File: config.mk
export PLATFORM = sky130hd
export DESIGN_NAME = vc_search_key_lookup
export DESIGN_NICKNAME = d
export VERILOG_FILES = /design/src/core/vc_search_pkg.sv /design/src/core/vc_search_key_lookup.sv
export VERILOG_INCLUDE_DIRS = /design/src /design/src/core
export SDC_FILE = /design/constraint.sdc
export NUM_CORES = 1
export LEC_CHECK = 0
export BUFFER_PORTS_ARGS = -buffer_cell sky130_fd_sc_hd__buf_2
export CAP_MARGIN = 20
export CELL_PAD_IN_SITES_DETAIL_PLACEMENT = 1
export CELL_PAD_IN_SITES_GLOBAL_PLACEMENT = 2
export CORE_ASPECT_RATIO = 0.5
export CORE_UTILIZATION = 35
export CTS_BUF_LIST = sky130_fd_sc_hd__clkbuf_16
export DETAILED_ROUTE_END_ITERATION = 10
export GPL_TIMING_DRIVEN = 0
export PLACE_DENSITY = 0.83
export SYNTH_ARGS = -nofsm -noshare
export SYNTH_HDL_FRONTEND = slang
export SYNTH_SLANG_ARGS = --single-unit
File: constraint.sdc
create_clock -name ref_clk_in -period 6.2 [get_ports ref_clk_in]
set_input_delay 0.31 -clock ref_clk_in [delete_from_list [all_inputs] [get_ports ref_clk_in]]
set_output_delay 0.31 -clock ref_clk_in [all_outputs]
set_load 0.005 [all_outputs]
File: src/core/vc_search_consts.svh
/*
  constants of the connection search front end: register map, field
  positions, reset values, memory regions and search limits.
  assumes a 100 MHz system clock and a 20-bit external sram address.
*/
`ifndef VC_SEARCH_CONSTS_SVH
`define VC_SEARCH_CONSTS_SVH

// ==========================================================
// register map (byte addresses are four times the index)
`define FIELD_A_INDEX 8'h28
`define FIELD_B_INDEX 8'h29
`define FIELD_A_ADDR 8'ha0
`define FIELD_B_ADDR 8'ha4
`define CONFIG_ADDR 8'h00
`define STATUS_ADDR 8'h04
`define DISCARD_ADDR 8'h08

// ==========================================================
// field positions and reset values
`define START_RESET 6'h00
`define CONFIG_RESET 32'h0000_0000
`define CFG_PORT_CODE_LSB 0
`define CFG_PRI_LEN_LSB 8
`define CFG_SEC_LEN_LSB 16
`define CFG_DIVERT_BIT 24

// ==========================================================
// memory layout and search limits
`define PRIMARY_NIBBLE 4'h1
`define TREE_NIBBLE 4'h0
`define RECORD_NIBBLE 4'h2
`define RECORD_KEY_WORD 16'h0002
`define MAX_PORT_BITS 3'h5
`define MAX_PRI_BITS 5'h10
`define MAX_SEC_BITS 4'hb
`define MAX_TREE_DEPTH 6'h27
`define PIPE_OVERHEAD_CLKS 17

`endif

File: src/core/vc_search_pkg.sv
/*
  types of the connection search front end.
  assumes the constants header is included by the design file.
*/
package vc_search_pkg;

  // walk states, gray coded along the normal path
  typedef enum logic [2:0] {
    ST_IDLE = 3'b000,
    ST_P_RD = 3'b001,
    ST_P_WT = 3'b011,
    ST_T_RD = 3'b010,
    ST_T_WT = 3'b110,
    ST_V_RD = 3'b111,
    ST_V_WT = 3'b101,
    ST_DONE = 3'b100
  } walk_state_e;

  // outcome of one cell lookup
  typedef enum logic [1:0] {
    VERDICT_MATCH = 2'h0,
    VERDICT_NO_ENTRY = 2'h1,
    VERDICT_MISMATCH = 2'h2,
    VERDICT_TOO_DEEP = 2'h3
  } verdict_e;

endpackage

File: src/core/vc_search_key_lookup.sv
/*
  connection search front end: builds primary and secondary keys from
  each cell's routing word and source port, looks up the primary table,
  walks the binary tree and checks the stored key of the record found.
  assumes an sram whose read data is valid the cycle after the read
  strobe, cells offered by same-clock logic, and an axi4-lite master.
*/
// Implementation choice: the AXI4-Lite interface to the registers.
`timescale 1ns/100ps
`default_nettype none
`include "vc_search_consts.svh"

module vc_search_key_lookup (
  // clock and reset
  input wire logic ref_clk_in,
  input wire logic resetn_in,
  // cell offered for lookup
  input wire logic cell_valid_in,
  input wire logic [4:0] source_port_bits_in,
  input wire logic [63:0] routing_word_in,
  output logic cell_ready_out,
  // lookup result
  output logic result_valid_out,
  output vc_search_pkg::verdict_e result_verdict_out,
  output logic result_divert_out,
  output logic [15:0] result_record_out,
  // external sram read port
  output logic sram_rd_out,
  output logic [19:0] sram_addr_out,
  input wire logic [39:0] sram_rdata_in,
  // axi4-lite register slave
  input wire logic [7:0] s_axi_awaddr,
  input wire logic s_axi_awvalid,
  output logic s_axi_awready,
  input wire logic [31:0] s_axi_wdata,
  input wire logic [3:0] s_axi_wstrb,
  input wire logic s_axi_wvalid,
  output logic s_axi_wready,
  output logic [1:0] s_axi_bresp,
  output logic s_axi_bvalid,
  input wire logic s_axi_bready,
  input wire logic [7:0] s_axi_araddr,
  input wire logic s_axi_arvalid,
  output logic s_axi_arready,
  output logic [31:0] s_axi_rdata,
  output logic [1:0] s_axi_rresp,
  output logic s_axi_rvalid,
  input wire logic s_axi_rready
);
  import vc_search_pkg::*;

  // ==========================================================
  // helpers
  function automatic logic [15:0] low_mask16(input logic [4:0] n);
    low_mask16 = (n >= 5'h10) ? 16'hffff : ((16'h0001 << n) - 16'h0001);
  endfunction

  // map a byte address to a register number, 7 for unmapped
  function automatic logic [2:0] reg_decode(input logic [7:0] a);
    if (a == `CONFIG_ADDR) begin
      reg_decode = 3'h0;
    end else if (a == `STATUS_ADDR) begin
      reg_decode = 3'h1;
    end else if (a == `DISCARD_ADDR) begin
      reg_decode = 3'h2;
    end else if (a == `FIELD_A_ADDR) begin
      reg_decode = 3'h3;
    end else if (a == `FIELD_B_ADDR) begin
      reg_decode = 3'h4;
    end else begin
      reg_decode = 3'h7;
    end
  endfunction

  // ==========================================================
  // registers
  logic [31:0] config_reg;
  logic [5:0] field_a_start_reg;
  logic [5:0] field_b_start_reg;
  logic [15:0] discard_count_reg;
  walk_state_e state_reg, state_next;
  logic [15:0] pkey_reg;
  logic [38:0] skey_reg;
  logic [15:0] record_reg;
  logic [5:0] depth_reg;
  logic divert_latch_reg;
  logic [15:0] sram_ptr_next;
  logic [3:0] sram_nibble_next;

  // ==========================================================
  // key assembly
  wire logic [2:0] port_code_w = config_reg[`CFG_PORT_CODE_LSB +: 3];
  wire logic [4:0] pri_len_w = config_reg[`CFG_PRI_LEN_LSB +: 5];
  wire logic [3:0] sec_len_w = config_reg[`CFG_SEC_LEN_LSB +: 4];
  wire logic divert_en_w = config_reg[`CFG_DIVERT_BIT];
  // codes past five saturate so the key never overflows 16 bits
  wire logic [2:0] lp_w = (port_code_w > `MAX_PORT_BITS) ?
    `MAX_PORT_BITS : port_code_w;
  wire logic [4:0] la_room_w = `MAX_PRI_BITS - {2'h0, lp_w};
  wire logic [4:0] la_w = (pri_len_w > la_room_w) ?
    la_room_w : pri_len_w;
  wire logic [3:0] lb_w = (sec_len_w > `MAX_SEC_BITS) ?
    `MAX_SEC_BITS : sec_len_w;
  wire logic [63:0] rw_a_w = routing_word_in >> field_a_start_reg;
  wire logic [63:0] rw_b_w = routing_word_in >> field_b_start_reg;
  wire logic [15:0] field_a_w = rw_a_w[15:0] & low_mask16(la_w);
  wire logic [15:0] mask_b_w = low_mask16({1'b0, lb_w});
  wire logic [10:0] field_b_w = rw_b_w[10:0] & mask_b_w[10:0];
  wire logic [15:0] port_w = {11'h000, source_port_bits_in} &
    low_mask16({2'h0, lp_w});
  // port bits above field a, forming a 2^(lp+la) index
  wire logic [15:0] pkey_w = (port_w << la_w) | field_a_w;
  // path/channel id always from the header word, never appended bytes
  wire logic [38:0] skey_w = {field_b_w, routing_word_in[31:4]};

  // ==========================================================
  // tree node decode
  wire logic [5:0] node_sel_w = sram_rdata_in[39:34];
  wire logic [63:0] skey_ext_w = {25'h0000000, skey_reg};
  wire logic dec_bit_w = skey_ext_w[node_sel_w];
  wire logic leaf_w = dec_bit_w ? sram_rdata_in[33] : sram_rdata_in[16];
  wire logic [15:0] ptr_w = dec_bit_w ? sram_rdata_in[32:17] :
    sram_rdata_in[15:0];
  wire logic root_null_w = (sram_rdata_in[15:0] == 16'h0000);

  // ==========================================================
  // record key check: unused mask bits widen with uni and vp records
  wire logic flag_w = sram_rdata_in[39];
  wire logic vp_only_w = (sram_rdata_in[15:0] == 16'h0000);
  wire logic [38:0] check_mask_w = {11'h7ff,
    flag_w ? 4'hf : 4'h0, 8'hff,
    vp_only_w ? 16'h0000 : 16'hffff};
  // shared primary bits are checked here in full, never branched on
  wire logic match_w =
    (((sram_rdata_in[38:0] ^ skey_reg) & check_mask_w) == 39'h0);

  // ==========================================================
  // walk sequencer: one read per node, bounded by the key width
  always_comb begin
    state_next = state_reg;
    sram_ptr_next = 16'h0000;
    sram_nibble_next = `TREE_NIBBLE;
    case (state_reg)
      ST_IDLE: begin
        if (cell_valid_in) begin
          state_next = ST_P_RD;
          sram_ptr_next = pkey_w;
          sram_nibble_next = `PRIMARY_NIBBLE;
        end
      end
      ST_P_RD: state_next = ST_P_WT;
      ST_P_WT: begin
        if (root_null_w) begin
          state_next = ST_DONE;
        end else begin
          state_next = ST_T_RD;
          sram_ptr_next = sram_rdata_in[15:0];
        end
      end
      ST_T_RD: state_next = ST_T_WT;
      ST_T_WT: begin
        if (leaf_w) begin
          state_next = ST_V_RD;
          sram_ptr_next = ptr_w + `RECORD_KEY_WORD;
          sram_nibble_next = `RECORD_NIBBLE;
        end else if (depth_reg == `MAX_TREE_DEPTH) begin
          state_next = ST_DONE;
        end else begin
          state_next = ST_T_RD;
          sram_ptr_next = ptr_w;
        end
      end
      ST_V_RD: state_next = ST_V_WT;
      ST_V_WT: state_next = ST_DONE;
      ST_DONE: state_next = ST_IDLE;
      default: state_next = ST_IDLE;
    endcase
  end

  // sequencer state and sram request
  always_ff @(posedge ref_clk_in) begin
    if (!resetn_in) begin
      state_reg <= ST_IDLE;
      sram_rd_out <= 1'b0;
      sram_addr_out <= 20'h00000;
      cell_ready_out <= 1'b0;
    end else begin
      state_reg <= state_next;
      sram_rd_out <= (state_next == ST_P_RD) || (state_next == ST_T_RD) ||
        (state_next == ST_V_RD);
      if (state_next == ST_P_RD || state_next == ST_T_RD ||
          state_next == ST_V_RD) begin
        sram_addr_out <= {sram_nibble_next, sram_ptr_next};
      end
      cell_ready_out <= (state_next == ST_IDLE);
    end
  end

  // keys, depth and record latched per cell
  always_ff @(posedge ref_clk_in) begin
    if (!resetn_in) begin
      pkey_reg <= 16'h0000;
      skey_reg <= 39'h0;
      depth_reg <= 6'h00;
      record_reg <= 16'h0000;
      divert_latch_reg <= 1'b0;
    end else if (state_reg == ST_IDLE && cell_valid_in) begin
      pkey_reg <= pkey_w;
      skey_reg <= skey_w;
      depth_reg <= 6'h01; // node count, so the cap stops at node 39
      divert_latch_reg <= divert_en_w;
    end else if (state_reg == ST_T_WT) begin
      depth_reg <= depth_reg + 6'h01;
      record_reg <= ptr_w;
    end
  end

  // result presented for one cycle while in done
  always_ff @(posedge ref_clk_in) begin
    if (!resetn_in) begin
      result_valid_out <= 1'b0;
      result_verdict_out <= VERDICT_NO_ENTRY;
      result_divert_out <= 1'b0;
      result_record_out <= 16'h0000;
      discard_count_reg <= 16'h0000;
    end else begin
      result_valid_out <= (state_next == ST_DONE);
      if (state_reg == ST_P_WT && root_null_w) begin
        result_verdict_out <= VERDICT_NO_ENTRY;
        result_divert_out <= divert_latch_reg;
        discard_count_reg <= discard_count_reg + 16'h0001;
      end else if (state_reg == ST_T_WT && !leaf_w &&
                   depth_reg == `MAX_TREE_DEPTH) begin
        result_verdict_out <= VERDICT_TOO_DEEP;
        result_divert_out <= divert_latch_reg;
        discard_count_reg <= discard_count_reg + 16'h0001;
      end else if (state_reg == ST_V_WT) begin
        result_verdict_out <= match_w ? VERDICT_MATCH : VERDICT_MISMATCH;
        result_divert_out <= !match_w && divert_latch_reg;
        result_record_out <= record_reg;
        if (!match_w) begin
          discard_count_reg <= discard_count_reg + 16'h0001;
        end
      end
    end
  end

  // ==========================================================
  // axi4-lite slave: address and data taken in either order
  wire logic aw_hs_w = s_axi_awvalid && s_axi_awready;
  wire logic w_hs_w = s_axi_wvalid && s_axi_wready;
  wire logic do_write_w = !s_axi_awready && !s_axi_wready && !s_axi_bvalid;
  logic [7:0] awaddr_reg;
  logic [31:0] wdata_reg;
  logic [3:0] wstrb_reg;
  wire logic [2:0] wsel_w = reg_decode(awaddr_reg);
  wire logic [2:0] rsel_w = reg_decode(s_axi_araddr);
  wire logic [31:0] status_w = {8'h00, result_record_out,
    5'h00, state_reg != ST_IDLE, result_verdict_out};
  wire logic [31:0] rmux_w =
    (rsel_w == 3'h0) ? config_reg :
    (rsel_w == 3'h1) ? status_w :
    (rsel_w == 3'h2) ? {16'h0000, discard_count_reg} :
    (rsel_w == 3'h3) ? {26'h0000000, field_a_start_reg} :
    (rsel_w == 3'h4) ? {26'h0000000, field_b_start_reg} : 32'h00000000;

  // write channel handshakes and response
  always_ff @(posedge ref_clk_in) begin
    if (!resetn_in) begin
      s_axi_awready <= 1'b1;
      s_axi_wready <= 1'b1;
      s_axi_bvalid <= 1'b0;
      s_axi_bresp <= 2'h0;
      awaddr_reg <= 8'h00;
      wdata_reg <= 32'h00000000;
      wstrb_reg <= 4'h0;
    end else begin
      if (aw_hs_w) begin
        s_axi_awready <= 1'b0;
        awaddr_reg <= s_axi_awaddr;
      end
      if (w_hs_w) begin
        s_axi_wready <= 1'b0;
        wdata_reg <= s_axi_wdata;
        wstrb_reg <= s_axi_wstrb;
      end
      if (do_write_w) begin
        s_axi_bvalid <= 1'b1;
        s_axi_bresp <= (wsel_w == 3'h7 || wsel_w == 3'h1 ||
          wsel_w == 3'h2) ? 2'h2 : 2'h0;
      end else if (s_axi_bvalid && s_axi_bready) begin
        s_axi_bvalid <= 1'b0;
        s_axi_awready <= 1'b1;
        s_axi_wready <= 1'b1;
      end
    end
  end

  // register writes; 6-bit registers take lane 0 only
  genvar lane;
  generate
    for (lane = 0; lane < 4; lane = lane + 1) begin : g_cfg_lane
      always_ff @(posedge ref_clk_in) begin
        if (!resetn_in) begin
          config_reg[lane*8 +: 8] <= 8'(`CONFIG_RESET >> (lane*8));
        end else if (do_write_w && wsel_w == 3'h0 && wstrb_reg[lane]) begin
          config_reg[lane*8 +: 8] <= wdata_reg[lane*8 +: 8];
        end
      end
    end
  endgenerate

  // field start registers steer the extractors
  always_ff @(posedge ref_clk_in) begin
    if (!resetn_in) begin
      field_a_start_reg <= `START_RESET;
      field_b_start_reg <= `START_RESET;
    end else if (do_write_w && wstrb_reg[0]) begin
      if (wsel_w == 3'h3) begin
        field_a_start_reg <= wdata_reg[5:0];
      end
      if (wsel_w == 3'h4) begin
        field_b_start_reg <= wdata_reg[5:0];
      end
    end
  end

  // read channel: answer one cycle after the address is taken
  always_ff @(posedge ref_clk_in) begin
    if (!resetn_in) begin
      s_axi_arready <= 1'b1;
      s_axi_rvalid <= 1'b0;
      s_axi_rdata <= 32'h00000000;
      s_axi_rresp <= 2'h0;
    end else if (s_axi_arvalid && s_axi_arready) begin
      s_axi_arready <= 1'b0;
      s_axi_rvalid <= 1'b1;
      s_axi_rdata <= rmux_w;
      s_axi_rresp <= (rsel_w == 3'h7) ? 2'h2 : 2'h0;
    end else if (s_axi_rvalid && s_axi_rready) begin
      s_axi_rvalid <= 1'b0;
      s_axi_arready <= 1'b1;
    end
  end
endmodule
`default_nettype wire

* Yosys cells after proc, flatten, opt, wreduce, memory -nomap -nowiden
Cells that the tools add are included.
** Storage, ports and cells
- Output and inout port bits :: 83
- Input bits :: 169
- Register bits :: 252
** Operators by class
- Reductions and logical operators :: 49
- $lt $le $gt $ge :: 5
- Bitwise logic cells :: 10
- Equal/unequal tests :: 31
- Mux-type cells :: 64
- Add/sub/neg operators :: 7
- Shift-type cells :: 6
** Operators with widths (number)
- $mux W16 :: 12
- $shr A64 B6 Y11 :: 1
- $shr A64 B6 Y16 :: 1
- $pmux W16 S3 :: 1
- $and A39 B39 Y39 :: 1
- $logic_not A39 Y1 :: 1
- $mux W3 :: 13
- $xor A39 B39 Y39 :: 1
- $eq A8 B8 Y1 const B :: 4
- $mux W32 :: 1
- $sub A16 B1 Y16 const B :: 2
- $eq A3 B3 Y1 const B :: 10
- $mux W24 :: 1
- $pmux W3 S8 :: 1
- $eq A3 B2 Y1 const B :: 7
- $mux W1 :: 20
- $logic_and A1 B1 Y1 :: 18
- $add A16 B1 Y16 const B :: 1
- $add A16 B2 Y16 const B :: 1
- $and A16 B16 Y16 :: 1
- $and A5 B16 Y16 :: 1
- $eq A8 B3 Y1 const B :: 2
- $eq A8 B4 Y1 const B :: 2
- $logic_not A16 Y1 :: 1
- other kinds (34) :: 68

* Logic depth before layout (Yosys ltp)
- Depth after elaboration :: 12
- Gate-level depth with buffers :: 19

* Worst setup path before layout
No wires, ideal clock.
- Kind :: register to register
- From :: register config_reg[2]
- To :: register sram_addr_out[4]
- Data required time :: 6.126 ns
- Arrival time :: 4.175 ns
- Slack :: 1.951 ns
- Stages on the path, launching flop included :: 18
- Clock period less this slack :: 4.249 ns
- Cell sequence :: dfxtp_1 a21o_1 inv_1 ha_1 ha_1 a211oi_1 a21oi_1 o21ai_2 mux2_2 clkbuf_1 nor3_1 nand3_1 ha_1 clkbuf_1 nor4_1 o21ai_0 a311o_1 a31oi_1
** On the way
- Cells in the longest elaborated chain, start to end :: 12
- Elaborated cells between the ends (all ways) :: 17
** Ends and longest elaborated chain
- from (decl) :: line vc_search_key_lookup.sv:77 : logic [31:0] config_reg;
- from (signal, indexed assignment) :: line vc_search_key_lookup.sv:305 : config_reg[lane*8 +: 8] <= 8'(`CONFIG_RESET >> (lane*8));
- from (signal, indexed assignment) :: line vc_search_key_lookup.sv:307 : config_reg[lane*8 +: 8] <= wdata_reg[lane*8 +: 8];
- $gt A3 B3 Y1 (no source line)
- $mux W3 * :: line vc_search_key_lookup.sv:97 : wire logic [2:0] lp_w = (port_code_w > `MAX_PORT_BITS) ?
- $sub A5 B3 Y5 (no source line)
- $gt A5 B5 Y1 :: line vc_search_key_lookup.sv:100 : wire logic [4:0] la_w = (pri_len_w > la_room_w) ?
- $mux W5 :: line vc_search_key_lookup.sv:100
- $shl A1 B5 Y16 :: line vc_search_key_lookup.sv:55 : low_mask16 = (n >= 5'h10) ? 16'hffff : ((16'h0001 << n) - 16'h0001);
- $sub A16 B1 Y16 :: line vc_search_key_lookup.sv:55
- $mux W16 :: line vc_search_key_lookup.sv:55
- $and A16 B16 Y16 :: line vc_search_key_lookup.sv:106 : wire logic [15:0] field_a_w = rw_a_w[15:0] & low_mask16(la_w);
- $or A16 B16 Y16 * :: line vc_search_key_lookup.sv:112 : wire logic [15:0] pkey_w = (port_w << la_w) | field_a_w;
- $mux W16 * :: line vc_search_key_lookup.sv:145 : if (cell_valid_in) begin
- $pmux W16 S3 * :: line vc_search_key_lookup.sv:143 : case (state_reg)
- to (signal assigned) :: line vc_search_key_lookup.sv:193 : sram_addr_out <= {sram_nibble_next, sram_ptr_next};
- to (decl) :: line vc_search_key_lookup.sv:29 : output logic [19:0] sram_addr_out,
Every way passes the cells marked *; elsewhere a longest branch is shown, timed or not.
A chain may end at the register's enable or synchronous reset.

* Worst setup path after layout
- From :: register config_reg[2]
- To :: register sram_addr_out[8]
The elaborated chain is that of the path after synthesis.

==> impl_metrics.yaml <==
route:
  drt_pass1_iterations: 8
  vias_per_cell: 6.08
  vias: 20141
  post_drt_wl_per_cell_um: 26.9
  ant_nets: 0
  drt_iter0_markers: 2228
  drc: 0
  drt-total-wl_um: 89100
place:
  place.gp.congestion: 1.02
  io_buffer_count: 232
  dp_hpwl_um: 70000
logic_synthesis:
  yosys_warnings: 0
  yosysSeqAreaShare: 0.267
  synth-edff-count: 0
  syn_inst: 2297
  ys_seq_elements: 248
  yosysTopAreaCell: "dfxtp_1"
  synth_ff_type: "dfxtp_1"
  synth.area.top_cells: "dfxtp_1, mux4_2, mux2i_1"
  avgSynthCellArea_sq_um: 8.09
  syn_area_sq_mm: 0.0186
  ys_async_sr_fraction: 0
  ys_types: 75
  synth_top_area_share: 0.267
floorplanning:
  die_area_sq_mm: 0.0541
  io_pins: 252
  coreArea_sq_mm: 0.0522
  start_util: 0.356
  num_rows: 59
  fp.dieW_um: 328
  die_y_um: 165
grt:
  overflow: 0
  grt_max_degree: 17
  antenna_found_initial: 2
  grt_usage: 0.322
  first_global_vias: 19656
  grt_pass1_wl_um: 130000
sta:
  tightest_slew_ns: 1.02
  max_slew_margin: 0.315
  min_period_ns: 5.55
  rsz0062_at_grt: "no"
  skew_ns: 0.0130
  achievable-frequency_mhz: 180
  hold_violations: 0
  setup_tns_ns: 0
  slew_viol_final: 0
  fin_crit_sh: 0.895
  finalSetupViolations: 0
worst_setup_path:
  cp.arrival_ns: 6.04
  crit_buf_inv: 2
  criticalPathCategory: "flip-flop to flip-flop"
  critical-path-top-delay-family: "compound AO/OA/AOI/OAI gates"
  cpPeakStageDelay_ns: 0.55
  critPathLaunch: "config_reg[2]"
  cp_max_fo: 10
  cp-start-kind: "flip-flop"
  rr_startpoint: "config_reg[2]"
  crit_top_cell: "ha_1"
  cp-end-kind: "flip-flop"
  worstPathRequired_ns: 6.69
  slowest_stage: "o311ai_0"
  crit_chain: "a21o_1 -> inv_1 -> ha_1 -> ha_1 -> a211oi_1 -> a21oi_1 -> o21ai_2 -> mux2_2 -> clkbuf_1 -> nor3_1 -> nand3_1 -> ha_1 -> nor2_1 -> nand3_1 -> o311ai_0 -> o211ai_1 -> a41oi_1"
cells_and_area:
  layout_common_cells: "nand2_1, a21oi_1, buf_2"
  layout-drive-gt1-share: 0.184
  nets: 2778
  final_util: 0.417
  largest_register_ffs: 39
  area_delta_synth_final_pct: 17.2
  mostFrequentLayoutCell: "nand2_1"
clock_network:
  cts_tree: "yes"
  clock_sinks: 248
  hold_buffers: 33
  ctsResizeCount: 0
  post_cts_buffers: 0
  cts_made_buffers: 26
  clock_path_buffers: 3
  clock_latency_ns: 0.57
  htree_levels: 1
  path_clk_slew_ns: 0.07
  clock-root-buffer: "clkbuf_16"
power_and_ir_drop:
  ir_worst_vdd_uv: 183
  powerDensity_mw_per_mm2: 184
  p_leak_nw: 7.89
flow_run:
  cap_violations: 0
outcome:
  outcome: "complete, no violations"
worst_hold_path:
  hp-class: "input port to flip-flop"
  min_from: "s_axi_wdata[12]"
## metal layers
metal | vias to the layer above | part of all wire | track usage
met4 | 2 | 0.024 | 0.0746
met3 | 143 | 0.097 | 0.0749
met5 | - | 0.00015 | 0
li1 | 9011 | - | -
met1 | 10056 | 0.44 | 0.449
met2 | 929 | 0.44 | 0.502
## cells in the mapped netlist (all sizes together) (47+ instances only)
| library cell | instances |
|---|---|
| a211oi | 54 |
| a21oi | 257 |
| buf | 57 |
| clkbuf | 150 |
| dfxtp | 248 |
| mux2 | 47 |
| mux2i | 167 |
| mux4 | 116 |
| nand2 | 406 |
| nand3 | 92 |
| nor2 | 179 |
| o21ai | 98 |
| xor2 | 47 |
## cell families after synthesis
| group | after synthesis | share of synthesized area |
|---|---|---|
| AO/OA/AOI/OAI | 551 | 0.181 |
| flip-flops | 248 | 0.267 |
| adder cells (fa/ha/maj) | 14 | 0.00943 |
| XOR/XNOR | 58 | 0.0273 |
| buffers and inverters | 238 | 0.0510 |
| AND/OR/NAND/NOR | 857 | 0.204 |
| other | 1 | 0.000202 |
| multiplexers | 330 | 0.259 |
## cell type report
type	instances	area (sq um)
antenna	1	2.50
fill	6430	30400
clock buffer	26	651
inverter	31	116
multi-input combinational	1814	12700
clock inverter	20	141
buffer	207	831
tap	701	877
sequential	248	4960
timing repair buffer	267	1500
## report_power, final
| part | switching, mW | internal, mW |
|---|---|---|
| clock | 0.743 | 0.777 |
| sequential | 0.0585 | 1.65 |
| combinational | 0.512 | 0.270 |
| total | 1.31 | 2.69 |
## path summary, 6_finish.rpt
| path | end | slack (ns) | cells after the start |
|---|---|---|---|
| max | sram_addr_out[8] | 0.65 | 17 |
| max reg2reg | sram_addr_out[8] | 0.65 | 17 |
| min reg2reg | s_axi_rdata[26] | 0.45 | 2 |
| min | wdata_reg[12] | 0.007 | 3 |
## worst reg2reg max path, cell delays in order (launching register included)
cell,delay (ns)
dfxtp_1,0.53
a21o_1,0.25
inv_1,0.08
ha_1,0.36
ha_1,0.21
a211oi_1,0.42
a21oi_1,0.17
o21ai_2,0.40
mux2_2,0.40
clkbuf_1,0.24
nor3_1,0.48
nand3_1,0.14
ha_1,0.27
nor2_1,0.22
nand3_1,0.13
o311ai_0,0.55
o211ai_1,0.37
a41oi_1,0.27
## through the flow
stage	worst slack [ns]	instance area [sq um]	instances	hold slack (ns)	power [mW]
after CTS	0.775	21800	3313	0.000752	4.00
after global routing	0.369	21800	3314	0.00102	4.14
after floorplan	1.95	18600	2300	0.410	2.12
final	0.651	21800	3315	0.00735	4.01
after global placement	0.903	20600	3233	0.436	2.47
after detailed placement	0.813	20600	3234	0.449	2.48
Note: power is estimated with default switching activity, not from simulation.
